## src/hw/rtc_pkg.sv

```systemverilog
// shared constants and types for the calendar clock block
package rtc_pkg;

    // register byte addresses
    localparam logic [7:0] OFS_IRQ_EN = 8'h42;
    localparam logic [7:0] OFS_CTRL2 = 8'h43;
    localparam logic [7:0] OFS_STATUS = 8'h44;
    localparam logic [7:0] OFS_ALM_MIN = 8'h45;
    localparam logic [7:0] OFS_ALM_HR = 8'h46;
    localparam logic [7:0] OFS_SEC = 8'h47;
    localparam logic [7:0] OFS_MIN = 8'h48;
    localparam logic [7:0] OFS_HR = 8'h49;
    localparam logic [7:0] OFS_DAY = 8'h4A;
    localparam logic [7:0] OFS_MTH = 8'h4B;
    localparam logic [7:0] OFS_YR = 8'h4C;
    localparam logic [7:0] OFS_DOW = 8'h4D;
    localparam logic [7:0] OFS_CHR = 8'h4E;

    // second control register layout
    localparam int CTL_CHR_CLR = 7;
    localparam int CTL_CHR_EN = 6;
    localparam int CTL_MOD_EN = 5;
    localparam int CTL_XTAL_MSB = 2;

    // reset values
    localparam logic [7:0] IRQ_EN_RST = 8'h00;
    localparam logic [2:0] XTAL_RST = 3'h0;
    localparam logic [7:0] DAY_RST = 8'h01;
    localparam logic [7:0] MTH_RST = 8'h01;
    localparam logic [7:0] ZERO_RST = 8'h00;

    // crystal select encodings
    localparam logic [2:0] XTAL_32K768 = 3'h0;
    localparam logic [2:0] XTAL_RSVD = 3'h1;
    localparam logic [2:0] XTAL_32K000 = 3'h2;
    localparam logic [2:0] XTAL_38K400 = 3'h3;

    // reference frequencies in Hz and derived tick rates
    localparam int REF_HZ_32K768 = 32768;
    localparam int REF_HZ_32K000 = 32000;
    localparam int REF_HZ_38K400 = 38400;
    localparam int REF_HZ_64K000 = 64000;
    localparam int REF_HZ_76K800 = 76800;
    localparam int TB_RATE_HZ = 4;
    localparam int CHRONO_RATE_HZ = 100;
    localparam int CHRONO_RATE_32K_HZ = 128;

    // counter limits
    localparam logic [7:0] SEC_MAX = 8'h3B;
    localparam logic [7:0] HR_MAX = 8'h17;
    localparam logic [7:0] MTH_MAX = 8'h0C;
    localparam logic [7:0] DOW_MAX = 8'h06;
    localparam logic [7:0] YR_MAX = 8'hC7;
    localparam logic [7:0] YR_MIN = 8'h01;
    localparam logic [6:0] CHR_MAX = 7'h63;
    localparam logic [6:0] CHR_SUB_MAX_32K = 7'h7F;
    localparam logic [7:0] DAYS_28 = 8'h1C;
    localparam logic [7:0] DAYS_29 = 8'h1D;
    localparam logic [7:0] DAYS_30 = 8'h1E;
    localparam logic [7:0] DAYS_31 = 8'h1F;

    typedef struct packed {
        logic alarm;
        logic chrono;
        logic day;
        logic hour;
        logic minute;
        logic second;
        logic half;
        logic quarter;
    } flags_t;

endpackage : rtc_pkg

```

## src/hw/calendar_clock_alarm_chrono.sv

```systemverilog
// calendar clock with alarm, timebase ticks and stopwatch behind a byte register port
`timescale 1ns/100ps

// Behaviour
// - keep time and calendar counters, month/leap aware
// - reads live, writes load and continue counting
// - alarm flag on hour and minute match
// - crystal select sets dividers to 1 Hz
// - second/minute/hour increments set their flags whether enabled or not
// - day increment sets day flag
// - years 1901 to 2099 with correct leaps
// - 2 Hz and 4 Hz timebase flags
// - stopwatch runs when enabled, wraps after 99
// - 128 Hz stopwatch on the 32.768 kHz chain converted to hundredths
// - runs in wait, requests wake processor
// - oscillator kept in stop keeps block running
// - stop without oscillator halts, keeps registers
// - interrupt enable register at 0x42, reset zero
// - stopwatch clear zeroes counter, reads zero
// - stopwatch counts hundredths, holds when disabled
// - module enable gates all counting, keeps registers
// - flags clear by status then data read
// - crystal select written once, fixed encodings
// - seconds/minutes wrap 59, hours 23, check writes
// - day wraps per month, invalid writes ignored
module calendar_clock_alarm_chrono #(
    parameter int QDIV_32K768 = rtc_pkg::REF_HZ_32K768 / rtc_pkg::TB_RATE_HZ,
    parameter int QDIV_32K000 = rtc_pkg::REF_HZ_32K000 / rtc_pkg::TB_RATE_HZ,
    parameter int QDIV_38K400 = rtc_pkg::REF_HZ_38K400 / rtc_pkg::TB_RATE_HZ,
    parameter int QDIV_64K000 = rtc_pkg::REF_HZ_64K000 / rtc_pkg::TB_RATE_HZ,
    parameter int QDIV_76K800 = rtc_pkg::REF_HZ_76K800 / rtc_pkg::TB_RATE_HZ
) (
    input wire logic clk_sys,
    input wire logic rst_n,
    input wire logic clk_en,
    input wire logic crystal_ref_clock,
    input wire logic stop_mode,
    input wire logic osc_run_in_stop,
    input wire logic [7:0] addr,
    input wire logic [7:0] wdata,
    input wire logic wr_en,
    input wire logic rd_en,
    output logic [7:0] rdata,
    output logic irq_req
);

    localparam int CDIV_32K768 = rtc_pkg::REF_HZ_32K768 / rtc_pkg::CHRONO_RATE_32K_HZ;
    localparam int CDIV_32K000 = rtc_pkg::REF_HZ_32K000 / rtc_pkg::CHRONO_RATE_HZ;
    localparam int CDIV_38K400 = rtc_pkg::REF_HZ_38K400 / rtc_pkg::CHRONO_RATE_HZ;
    localparam int CDIV_64K000 = rtc_pkg::REF_HZ_64K000 / rtc_pkg::CHRONO_RATE_HZ;
    localparam int CDIV_76K800 = rtc_pkg::REF_HZ_76K800 / rtc_pkg::CHRONO_RATE_HZ;

    initial
    begin
        if (QDIV_32K768 < 1 || QDIV_32K000 < 1 || QDIV_38K400 < 1 ||
            QDIV_64K000 < 1 || QDIV_76K800 < 1 || QDIV_32K768 > 65535 ||
            QDIV_32K000 > 65535 || QDIV_38K400 > 65535 || QDIV_64K000 > 65535 ||
            QDIV_76K800 > 65535)
        begin
            $error("quarter second divider out of range");
        end
    end

    logic [7:0] irq_en_q;
    logic chrono_en_q;
    logic module_en_q;
    logic [2:0] xtal_q;
    logic xtal_locked_q;
    rtc_pkg::flags_t flags_q;
    rtc_pkg::flags_t flags_d;
    logic [7:0] armed_q;
    logic [7:0] alm_min_q;
    logic [7:0] alm_hr_q;
    logic [7:0] sec_q;
    logic [7:0] min_q;
    logic [7:0] hr_q;
    logic [7:0] day_q;
    logic [7:0] mth_q;
    logic [7:0] yr_q;
    logic [7:0] dow_q;
    logic [6:0] chr_sub_q;
    logic [15:0] qpre_q;
    logic [1:0] tb_q;
    logic [15:0] cpre_q;
    logic ref_prev_q;
    logic match_q;
    logic [7:0] rdata_q;
    logic irq_q;

    logic ref_edge;
    logic run;
    logic [15:0] qdiv_last;
    logic [15:0] cdiv_last;
    logic is_32k;
    logic tick4;
    logic tick2;
    logic tick1;
    logic ctick;
    logic sec_wrap;
    logic min_wrap;
    logic hr_wrap;
    logic day_wrap;
    logic mth_wrap;
    logic [7:0] dim;
    logic match_now;
    logic [6:0] chr_sub_max;
    logic [13:0] chr_prod;
    logic [6:0] chr_val;
    logic [7:0] clr_mask;
    logic wr_sec;
    logic wr_min;
    logic wr_hr;
    logic wr_day;
    logic wr_mth;
    logic wr_yr;
    logic wr_dow;
    logic wr_ctl;
    logic chr_clr;

    assign ref_edge = crystal_ref_clock & ~ref_prev_q;
    // stop without oscillator freezes counting but leaves every register alone
    assign run = module_en_q & ~(stop_mode & ~osc_run_in_stop);

    assign wr_sec = wr_en && addr == rtc_pkg::OFS_SEC;
    assign wr_min = wr_en && addr == rtc_pkg::OFS_MIN;
    assign wr_hr = wr_en && addr == rtc_pkg::OFS_HR;
    assign wr_day = wr_en && addr == rtc_pkg::OFS_DAY;
    assign wr_mth = wr_en && addr == rtc_pkg::OFS_MTH;
    assign wr_yr = wr_en && addr == rtc_pkg::OFS_YR;
    assign wr_dow = wr_en && addr == rtc_pkg::OFS_DOW;
    assign wr_ctl = wr_en && addr == rtc_pkg::OFS_CTRL2;
    assign chr_clr = wr_ctl & wdata[rtc_pkg::CTL_CHR_CLR];

    // reserved code falls back to the 32.768 kHz chain
    always_comb
    begin
        is_32k = 1'b0;
        qdiv_last = 16'(QDIV_32K768 - 1);
        cdiv_last = 16'(CDIV_32K768 - 1);
        case (xtal_q)
            rtc_pkg::XTAL_32K768, rtc_pkg::XTAL_RSVD:
            begin
                is_32k = 1'b1;
            end
            rtc_pkg::XTAL_32K000:
            begin
                qdiv_last = 16'(QDIV_32K000 - 1);
                cdiv_last = 16'(CDIV_32K000 - 1);
            end
            rtc_pkg::XTAL_38K400:
            begin
                qdiv_last = 16'(QDIV_38K400 - 1);
                cdiv_last = 16'(CDIV_38K400 - 1);
            end
            default:
            begin
                qdiv_last = xtal_q[0] ? 16'(QDIV_76K800 - 1) : 16'(QDIV_64K000 - 1);
                cdiv_last = xtal_q[0] ? 16'(CDIV_76K800 - 1) : 16'(CDIV_64K000 - 1);
            end
        endcase
    end

    assign tick4 = run & ref_edge & (qpre_q == qdiv_last);
    assign tick2 = tick4 & tb_q[0];
    assign tick1 = tick4 & (tb_q == 2'h3);

    // year holds calendar year minus 1900, so leap is simply a multiple of four
    always_comb
    begin
        dim = rtc_pkg::DAYS_31;
        case (mth_q)
            8'h02: dim = (yr_q[1:0] == 2'h0) ? rtc_pkg::DAYS_29 : rtc_pkg::DAYS_28;
            8'h04, 8'h06, 8'h09, 8'h0B: dim = rtc_pkg::DAYS_30;
            default: dim = rtc_pkg::DAYS_31;
        endcase
    end

    assign sec_wrap = tick1 & (sec_q == rtc_pkg::SEC_MAX);
    assign min_wrap = sec_wrap & (min_q == rtc_pkg::SEC_MAX);
    assign hr_wrap = min_wrap & (hr_q == rtc_pkg::HR_MAX);
    assign day_wrap = hr_wrap & (day_q >= dim);
    assign mth_wrap = day_wrap & (mth_q >= rtc_pkg::MTH_MAX);

    assign match_now = (min_q == alm_min_q) && (hr_q == alm_hr_q);

    assign chr_sub_max = is_32k ? rtc_pkg::CHR_SUB_MAX_32K : rtc_pkg::CHR_MAX;
    assign ctick = run & chrono_en_q & ref_edge & (cpre_q == cdiv_last);
    assign chr_prod = 14'(chr_sub_q) * 14'h0064;
    assign chr_val = is_32k ? chr_prod[13:7] : chr_sub_q;

    // data register read completes the clear only for flags seen set in the status read
    always_comb
    begin
        clr_mask = 8'h00;
        if (rd_en)
        begin
            case (addr)
                rtc_pkg::OFS_ALM_HR: clr_mask = 8'h80;
                rtc_pkg::OFS_CHR: clr_mask = 8'h43;
                rtc_pkg::OFS_DAY: clr_mask = 8'h20;
                rtc_pkg::OFS_HR: clr_mask = 8'h10;
                rtc_pkg::OFS_MIN: clr_mask = 8'h08;
                rtc_pkg::OFS_SEC: clr_mask = 8'h04;
                default: clr_mask = 8'h00;
            endcase
        end
        clr_mask = clr_mask & armed_q;
    end

    always_comb
    begin
        flags_d = flags_q & ~clr_mask;
        flags_d.second = flags_d.second | tick1;
        flags_d.minute = flags_d.minute | sec_wrap;
        flags_d.hour = flags_d.hour | min_wrap;
        flags_d.day = flags_d.day | hr_wrap;
        flags_d.half = flags_d.half | tick2;
        flags_d.quarter = flags_d.quarter | tick4;
        flags_d.chrono = flags_d.chrono | ctick;
        flags_d.alarm = flags_d.alarm | (match_now & ~match_q & run);
    end

    always_ff @(posedge clk_sys)
    begin
        if (!rst_n)
        begin
            flags_q <= '0;
            armed_q <= 8'h00;
            match_q <= 1'b0;
        end
        else if (clk_en)
        begin
            flags_q <= flags_d;
            match_q <= match_now;
            if (rd_en && addr == rtc_pkg::OFS_STATUS)
            begin
                armed_q <= flags_q;
            end
            else
            begin
                armed_q <= armed_q & ~clr_mask;
            end
        end
    end

    // control registers
    always_ff @(posedge clk_sys)
    begin
        if (!rst_n)
        begin
            irq_en_q <= rtc_pkg::IRQ_EN_RST;
            chrono_en_q <= 1'b0;
            module_en_q <= 1'b0;
            xtal_q <= rtc_pkg::XTAL_RST;
            xtal_locked_q <= 1'b0;
            alm_min_q <= rtc_pkg::ZERO_RST;
            alm_hr_q <= rtc_pkg::ZERO_RST;
        end
        else if (clk_en && wr_en)
        begin
            if (addr == rtc_pkg::OFS_IRQ_EN)
            begin
                irq_en_q <= wdata;
            end
            if (wr_ctl)
            begin
                chrono_en_q <= wdata[rtc_pkg::CTL_CHR_EN];
                module_en_q <= wdata[rtc_pkg::CTL_MOD_EN];
                xtal_locked_q <= 1'b1;
                if (!xtal_locked_q)
                begin
                    xtal_q <= wdata[rtc_pkg::CTL_XTAL_MSB:0];
                end
            end
            if (addr == rtc_pkg::OFS_ALM_MIN)
            begin
                alm_min_q <= {2'b00, wdata[5:0]};
            end
            if (addr == rtc_pkg::OFS_ALM_HR)
            begin
                alm_hr_q <= {3'b000, wdata[4:0]};
            end
        end
    end

    // dividers off the sampled reference
    always_ff @(posedge clk_sys)
    begin
        if (!rst_n)
        begin
            ref_prev_q <= 1'b0;
            qpre_q <= 16'h0000;
            tb_q <= 2'h0;
            cpre_q <= 16'h0000;
            chr_sub_q <= 7'h00;
        end
        else if (clk_en)
        begin
            ref_prev_q <= crystal_ref_clock;
            if (run && ref_edge)
            begin
                qpre_q <= (qpre_q >= qdiv_last) ? 16'h0000 : qpre_q + 16'h0001;
            end
            if (tick4)
            begin
                tb_q <= tb_q + 2'h1;
            end
            if (chr_clr)
            begin
                cpre_q <= 16'h0000;
                chr_sub_q <= 7'h00;
            end
            else if (run && chrono_en_q && ref_edge)
            begin
                cpre_q <= (cpre_q >= cdiv_last) ? 16'h0000 : cpre_q + 16'h0001;
                if (ctick)
                begin
                    chr_sub_q <= (chr_sub_q >= chr_sub_max) ? 7'h00 : chr_sub_q + 7'h01;
                end
            end
        end
    end

    // time counters; a valid write takes the place of the tick in that cycle
    always_ff @(posedge clk_sys)
    begin
        if (!rst_n)
        begin
            sec_q <= rtc_pkg::ZERO_RST;
            min_q <= rtc_pkg::ZERO_RST;
            hr_q <= rtc_pkg::ZERO_RST;
        end
        else if (clk_en)
        begin
            if (wr_sec && wdata <= rtc_pkg::SEC_MAX)
            begin
                sec_q <= wdata;
            end
            else if (tick1)
            begin
                sec_q <= sec_wrap ? 8'h00 : sec_q + 8'h01;
            end
            if (wr_min && wdata <= rtc_pkg::SEC_MAX)
            begin
                min_q <= wdata;
            end
            else if (sec_wrap)
            begin
                min_q <= min_wrap ? 8'h00 : min_q + 8'h01;
            end
            if (wr_hr && wdata <= rtc_pkg::HR_MAX)
            begin
                hr_q <= wdata;
            end
            else if (min_wrap)
            begin
                hr_q <= hr_wrap ? 8'h00 : hr_q + 8'h01;
            end
        end
    end

    // calendar counters
    always_ff @(posedge clk_sys)
    begin
        if (!rst_n)
        begin
            day_q <= rtc_pkg::DAY_RST;
            mth_q <= rtc_pkg::MTH_RST;
            yr_q <= rtc_pkg::ZERO_RST;
            dow_q <= rtc_pkg::ZERO_RST;
        end
        else if (clk_en)
        begin
            if (wr_day && wdata != 8'h00 && wdata <= dim)
            begin
                day_q <= wdata;
            end
            else if (hr_wrap)
            begin
                day_q <= day_wrap ? 8'h01 : day_q + 8'h01;
            end
            if (wr_mth && wdata != 8'h00 && wdata <= rtc_pkg::MTH_MAX)
            begin
                mth_q <= wdata;
            end
            else if (day_wrap)
            begin
                mth_q <= mth_wrap ? 8'h01 : mth_q + 8'h01;
            end
            if (wr_yr && wdata >= rtc_pkg::YR_MIN && wdata <= rtc_pkg::YR_MAX)
            begin
                yr_q <= wdata;
            end
            else if (mth_wrap)
            begin
                yr_q <= (yr_q >= rtc_pkg::YR_MAX) ? rtc_pkg::YR_MIN : yr_q + 8'h01;
            end
            if (wr_dow && wdata <= rtc_pkg::DOW_MAX)
            begin
                dow_q <= wdata;
            end
            else if (hr_wrap)
            begin
                dow_q <= (dow_q >= rtc_pkg::DOW_MAX) ? 8'h00 : dow_q + 8'h01;
            end
        end
    end

    // read port and request output
    always_ff @(posedge clk_sys)
    begin
        if (!rst_n)
        begin
            rdata_q <= 8'h00;
            irq_q <= 1'b0;
        end
        else if (clk_en)
        begin
            irq_q <= |(flags_q & irq_en_q);
            if (rd_en)
            begin
                case (addr)
                    rtc_pkg::OFS_IRQ_EN: rdata_q <= irq_en_q;
                    rtc_pkg::OFS_CTRL2: rdata_q <= {1'b0, chrono_en_q, module_en_q, 2'b00,
                                                    xtal_q};
                    rtc_pkg::OFS_STATUS: rdata_q <= flags_q;
                    rtc_pkg::OFS_ALM_MIN: rdata_q <= alm_min_q;
                    rtc_pkg::OFS_ALM_HR: rdata_q <= alm_hr_q;
                    rtc_pkg::OFS_SEC: rdata_q <= sec_q;
                    rtc_pkg::OFS_MIN: rdata_q <= min_q;
                    rtc_pkg::OFS_HR: rdata_q <= hr_q;
                    rtc_pkg::OFS_DAY: rdata_q <= day_q;
                    rtc_pkg::OFS_MTH: rdata_q <= mth_q;
                    rtc_pkg::OFS_YR: rdata_q <= yr_q;
                    rtc_pkg::OFS_DOW: rdata_q <= dow_q;
                    rtc_pkg::OFS_CHR: rdata_q <= {1'b0, chr_val};
                    default: rdata_q <= 8'h00;
                endcase
            end
            else
            begin
                rdata_q <= 8'h00;
            end
        end
    end

    assign rdata = rdata_q;
    assign irq_req = irq_q;

endmodule : calendar_clock_alarm_chrono

```

## config.mk

```make
export PLATFORM = sky130hd
export DESIGN_NAME = calendar_clock_alarm_chrono
export DESIGN_NICKNAME = d
export VERILOG_FILES = /design/src/hw/rtc_pkg.sv /design/src/hw/calendar_clock_alarm_chrono.sv
export SDC_FILE = /design/constraint.sdc
export NUM_CORES = 1
export LEC_CHECK = 0
export BUFFER_PORTS_ARGS = -buffer_cell sky130_fd_sc_hd__buf_2
export CAP_MARGIN = 30
export CORE_MARGIN = 5
export CORE_UTILIZATION = 44
export DETAILED_ROUTE_END_ITERATION = 16
export SYNTH_ARGS = -nofsm -noshare
export SYNTH_HDL_FRONTEND = slang
export SYNTH_SLANG_ARGS = --single-unit
export TNS_END_PERCENT = 1
```

## constraint.sdc

```tcl
create_clock -name clk_sys -period 4 [get_ports clk_sys]
set_input_delay 0 -clock clk_sys [delete_from_list [all_inputs] [get_ports clk_sys]]
set_output_delay 0 -clock clk_sys [all_outputs]
set_load 0.02 [all_outputs]
```

# Yosys cells after proc, flatten, opt, wreduce, memory -nomap -nowiden
# Index checks and enable logic that the tools add are counted.
totals:
  wordCells: 220
  reg_bits: 149
  inputBits: 24
  output_inout_bits: 9
op_classes:
  n_mul: 1
  bitwise_logic: 36
  n_mux: 43
  magnitude_cmp: 14
  add_sub_neg: 11
  eq_ne: 29
  reduce_logical: 55
op_table:
  columns: ["operator", "n"]
  rows:
  - ["$mux 8", 25]
  - ["$eq 8x7->1 const B", 13]
  - ["$pmux 8 s13", 1]
  - ["$mux 16", 4]
  - ["$add 8x1->8 const B", 7]
  - ["$pmux 8 s6", 1]
  - ["$pmux 15 s3", 1]
  - ["$mux 7", 5]
  - ["$add 16x1->16 const B", 2]
  - ["$and 8x8->8", 4]
  - ["$eq 16x16->1", 2]
  - ["$ge 16x16->1", 2]
  - ["$pmux 10 s3", 1]
  - ["$reduce_and 2->1", 14]
  - ["$logic_and 1x1->1", 24]
  - ["$and 1x1->1", 18]
  - ["$reduce_bool 2->1", 9]
  - ["$eq 8x3->1 const B", 2]
  - ["$eq 8x4->1 const B", 2]
  - ["$eq 8x6->1 const B", 2]
  - ["$mux 15", 1]
  - ["$mul 7x5->12 const B", 1]
  - ["$eq 8x2->1 const B", 1]
  - ["$eq 8x5->1", 1]
  - ["other kinds (32)", 46]

# Longest topological paths before layout
logic_depth:
  depth_word: 15
  ltp_mapped: 15
  depth_no_buf: 14

# Worst setup path after synthesis
# No wires, ideal clock.
synth_path:
  path_type: "flip-flop to flip-flop"
  start: "register xtal_q[2]"
  end: "register sec_q[7]"
  period_less_slack_ns: 3.032
  path_stages_with_launch: 13
  n_path_buf: 2
  arrival_ns: 2.961
  setup_slack_ns: 0.968
  required_ns: 3.929
  setup_ns: 0.071
  cell_sequence: "dfxtp_1 > or2_2 > clkbuf_1 > and2_1 > ha_1 > nand4_1 > or2_2 > nor3_1 > buf_2 > and2_2 > o21ai_1 > or4_1 > a21oi_1"
synth_between:
  elab_chain_cells: 10
  word_cells_on_any_way: 15
  cone_classes: "4 x eq/ne; 4 x mux; 3 x bitwise; 4 x reduce/logical"
synth_rtl:
  columns: ["item", "line", "text"]
  rows:
  - ["from (decl)", "calendar_clock_alarm_chrono.sv:67", "logic [2:0] xtal_q;"]
  - ["from (signal assigned)", "calendar_clock_alarm_chrono.sv:254", "xtal_q <= rtc_pkg::XTAL_RST;"]
  - ["from (signal assigned)", "calendar_clock_alarm_chrono.sv:272", "xtal_q <= wdata[rtc_pkg::CTL_XTAL_MSB:0];"]
  - ["$eq 3x1->1 or $logic_not 3->1 (tied branches)", "calendar_clock_alarm_chrono.sv:140", "case (xtal_q)"]
  - ["$reduce_or 2->1", "calendar_clock_alarm_chrono.sv:140", null]
  - ["$pmux 15 s3 (*)", "calendar_clock_alarm_chrono.sv:140", null]
  - ["$eq 16x16->1 (*)", "calendar_clock_alarm_chrono.sv:163", "assign tick4 = run & ref_edge & (qpre_q == qdiv_last);"]
  - ["$and 1x1->1 (*)", "calendar_clock_alarm_chrono.sv:163", null]
  - ["$and 1x1->1 (*)", "calendar_clock_alarm_chrono.sv:165", "assign tick1 = tick4 & (tb_q == 2'h3);"]
  - ["$and 1x1->1", "calendar_clock_alarm_chrono.sv:178", "assign sec_wrap = tick1 & (sec_q == rtc_pkg::SEC_MAX);"]
  - ["$mux 8", "calendar_clock_alarm_chrono.sv:341", "sec_q <= sec_wrap ? 8'h00 : sec_q + 8'h01;"]
  - ["$mux 8", "calendar_clock_alarm_chrono.sv:339", "else if (tick1)"]
  - ["$mux 8", "calendar_clock_alarm_chrono.sv:335", "if (wr_sec && wdata <= rtc_pkg::SEC_MAX)"]
  - ["to (signal assigned)", "calendar_clock_alarm_chrono.sv:329", "sec_q <= rtc_pkg::ZERO_RST;"]
  - ["to (signal assigned)", "calendar_clock_alarm_chrono.sv:337", "sec_q <= wdata;"]
  - ["to (signal assigned)", "calendar_clock_alarm_chrono.sv:341", null]
  - ["to (decl)", "calendar_clock_alarm_chrono.sv:74", "logic [7:0] sec_q;"]
# Mark *: on every way between the ends. The rest lies on a longest branch, timed or not. The select of a mux whose other input is x is not followed.
# A chain may end at the register's enable or synchronous reset.

# Final worst setup path
layout_path:
  start: "register xtal_q[2]"
  end: "register dow_q[2]"
layout_between:
  elab_chain_cells: 11
  word_cells_on_any_way: 14
  cone_classes: "4 x eq/ne; 1 x mux; 5 x bitwise; 4 x reduce/logical"
layout_rtl:
  columns: ["item", "line", "text"]
  rows:
  - ["$eq 3x1->1 or $logic_not 3->1 (tied branches)", "calendar_clock_alarm_chrono.sv:140", null]
  - ["$reduce_or 2->1", "calendar_clock_alarm_chrono.sv:140", null]
  - ["$pmux 15 s3 (*)", "calendar_clock_alarm_chrono.sv:140", null]
  - ["$eq 16x16->1 (*)", "calendar_clock_alarm_chrono.sv:163", null]
  - ["$and 1x1->1 (*)", "calendar_clock_alarm_chrono.sv:163", null]
  - ["$and 1x1->1 (*)", "calendar_clock_alarm_chrono.sv:165", null]
  - ["$and 1x1->1 (*)", "calendar_clock_alarm_chrono.sv:178", null]
  - ["$and 1x1->1 (*)", "calendar_clock_alarm_chrono.sv:179", "assign min_wrap = sec_wrap & (min_q == rtc_pkg::SEC_MAX);"]
  - ["$and 1x1->1 (*)", "calendar_clock_alarm_chrono.sv:180", "assign hr_wrap = min_wrap & (hr_q == rtc_pkg::HR_MAX);"]
  - ["$reduce_bool 2->1 (no source line) (*)", null, null]
  - ["$reduce_and 2->1 (no source line) (*)", null, null]
  - ["to (signal assigned)", "calendar_clock_alarm_chrono.sv:370", "dow_q <= rtc_pkg::ZERO_RST;"]
  - ["to (signal assigned)", "calendar_clock_alarm_chrono.sv:400", "dow_q <= wdata;"]
  - ["to (signal assigned)", "calendar_clock_alarm_chrono.sv:404", "dow_q <= (dow_q >= rtc_pkg::DOW_MAX) ? 8'h00 : dow_q + 8'h01;"]
  - ["to (decl)", "calendar_clock_alarm_chrono.sv:80", "logic [7:0] dow_q;"]
# Mark *: on every way between the ends. The rest lies on a longest branch, timed or not.

==> flow_summary.yaml <==
global_route:
  grt_max_degree: 57
  grt_pass1_vias: 8726
  grt_pass1_wl_um: 48400
  grt_antenna_before_repair: 1
  grtUsageTotal: 0.247
  overflow: 0
power:
  intPower_w: 0.00245
  p_leak_nw: 4.08
  power.sequential.fraction: 0.454
  p_per_area_nw_per_um2: 308
  p_sw_w: 0.000825
  max-vdd-ir-drop_uv: 213
  combinationalPowerShare: 0.051
  p_sw_frac: 0.252
  clockPowerShare: 0.495
timing:
  hold_violations: 0
  grt_setup_unrepaired: "no"
  setup_tns_ns: 0
  maxSlewHeadroom: 0.322
  drv_slew: 0
  setup_ws_ns: 0.716
  setup_violations: 0
  tightest_slew_ns: 1.01
  fmax_mhz: 304
  clock_skew_ns: 0.00950
  min_period_ns: 3.28
  finalCritPeriodShare: 0.821
  holdWs_ns: 0.0264
routing:
  first_pass_iters: 6
  drt_iter0_drc: 844
  via_per_inst: 6.08
  wl_per_cell_um: 20.2
  highest_layer: "met4"
  drt-met1-wl_um: 13100
  wl_met2_um: 13700
  antenna_left: 0
  wl_met3_um: 2290
  drt_wl_total_um: 30400
  vias: 9132
  post-route-drc-count: 0
finish:
  mostFrequentLayoutCell: "dfxtp_1"
  area_growth_syn_to_layout_pct: 9.86
  layout_common_cells: "dfxtp_1 (149), nand2_1 (131), nor2_1 (123), a21oi_1 (86)"
  multi_input_area_um2: 6260
  final-seq-area_um2: 2980
  fill_cells: 2147
  drive_above_1_share: 0.113
  layout.nets: 1294
  final_cells: 1503
  top_regs: "cpre_q x16, qpre_q x16"
setup_path:
  cp-end-kind: "flop"
  cp.required_ns: 4.30
  crit_fanout: 11
  path_class: "reg -> reg"
  cp.arrival_ns: 3.58
  startpoint_type: "flop"
clocking:
  cts_tree: "done"
  htree_num_levels: 4
  cts_sinks: 149
  clkTransAtPathRegs_ns: 0.06
  cts.root.buffer_cell: "clkbuf_16"
  clock_path_buffers: 2
  cts_made_buffers: 17
  clock_latency_ns: 0.44
  ctsResizeCount: 0
logic_synthesis:
  netlist_instances: 1204
  synth-seq-area-share: 0.309
  synth_cell_types: 94
  synth_top_area_frac: 0.309
  synth_edf_count: 0
  yosysTopAreaCell: "dfxtp_1"
  synth_area_leaders: "dfxtp_1 (31%), ha_1 (7.6%), nand2_1 (5.1%)"
  ys_ff_latch: 149
  syn-cell-area_um2: 9660
  synthFlopType: "dfxtp_1"
  syn-num-nets: 1289
  avgSynthCellArea_um2: 8.02
  synthArstFlopShare: 0
  yosysWarningCount: 0
placement:
  gp_congestion: 0.968
  hpwl_um: 22000
  dp_cells: 1467
  numPortBuffers: 32
  pre_cts_ws_ns: 0.773
flow_run:
  maxCapViolCount: 0
die:
  ioPinCount: 33
  die_h_um: 158
  die_x_um: 158
  row_count: 54
  placeableCoreArea_um2: 21700
  dieArea_um2: 25000
  start_util: 0.445
status:
  outcome: "finished clean"
min_path:
  holdCritPathClass: "in -> reg"
==> critical path, stage by stage, from the launching register on <==
cell and delay (ns):
dfxtp_1 0.35, inv_1 0.18, nand2_1 0.14, nor2_1 0.20, a21oi_1 0.08, ha_1 0.30
nand4_1 0.16, or2_2 0.37, nor3_1 0.20, buf_4 0.23, and2_1 0.29, o21ai_1 0.30
o211ai_1 0.26, o31ai_1 0.09
==> final cells by class <==
class                      instances  share of cell area
timing repair buffer              53              0.0307
antenna                            1            0.000236
inverter                          27             0.00955
multi-input combinational        961               0.591
clock buffer                      18              0.0405
tap                              280              0.0330
clock inverter                    14              0.0143
sequential                       149               0.281
==> synthesized netlist by cell type, types with 13 or more instances <==
library cell  number
nor2_1           123
clkbuf_1          48
and2_1            13
dfxtp_1          149
a31oi_1           18
nand2_1          131
ha_1              59
mux2i_1           35
nor2b_1           20
nand3_1           59
and3_1            21
xor2_1            21
a22oi_1           21
nand4_1           22
a21oi_1           86
o21ai_0           55
nor3_1            29
inv_1             27
xnor2_1           22
nor4_1            17
==> cell families after synthesis <==
| logic type | synth area share |
|---|---|
| AOI/OAI and AO/OA | 0.203 |
| xor gates and xnor gates | 0.0390 |
| adders and majority gates | 0.0806 |
| buffers and inverters | 0.0422 |
| DFF | 0.309 |
| muxes | 0.0433 |
| and+or+nand+nor | 0.283 |
==> path summary, 6_finish.rpt <==
| check | startpoint | to | slack [ns] | cells past startpoint |
|---|---|---|---|---|
| worst max-delay path | xtal_q[2] | dow_q[2] | 0.72 | 13 |
| worst min-delay path | rst_n | sec_q[6] | 0.03 | 3 |
| worst max register to register | xtal_q[2] | dow_q[2] | 0.72 | 13 |
| worst min register to register | tb_q[1] | tb_q[1] | 0.46 | 2 |
==> repair_timing <==
| action | CTS | global route |
|---|---|---|
| hold buffers | 3 | 0 |
| setup buffers | 0 | 0 |
| hold endpoints to repair | 5 | 0 |
==> per-stage QoR <==
| stage | instance area (um2) | power [W] | utilization |
|---|---|---|---|
| global route | 10600 | 0.00337 | 0.489 |
| floorplan | 9660 | 0.00162 | - |
| CTS | 10600 | 0.00329 | 0.489 |
| detailed placement | 9990 | 0.00168 | 0.461 |
| finish | 10600 | 0.00327 | 0.489 |
| global placement | 9990 | 0.00168 | 0.461 |
==> layer usage <==
metal | vias up | GRT usage
met5 | - | 0
met4 | 0 | 0.101
met3 | 78 | 0.0473
met2 | 347 | 0.393
met1 | 4285 | 0.329
li1 | 4422 | -
==> power groups by stage <==
stage | sequential (W) | clock (W) | combinational [W]
global placement | 0.00152 | 0 | 0.000160
detailed placement | 0.00152 | 0 | 0.000160
global route | 0.00149 | 0.00171 | 0.000174
finish | 0.00149 | 0.00162 | 0.000166
CTS | 0.00149 | 0.00165 | 0.000162
floorplan | 0.00152 | 0 | 0.0000963
Power figures use the tool's default switching activity.
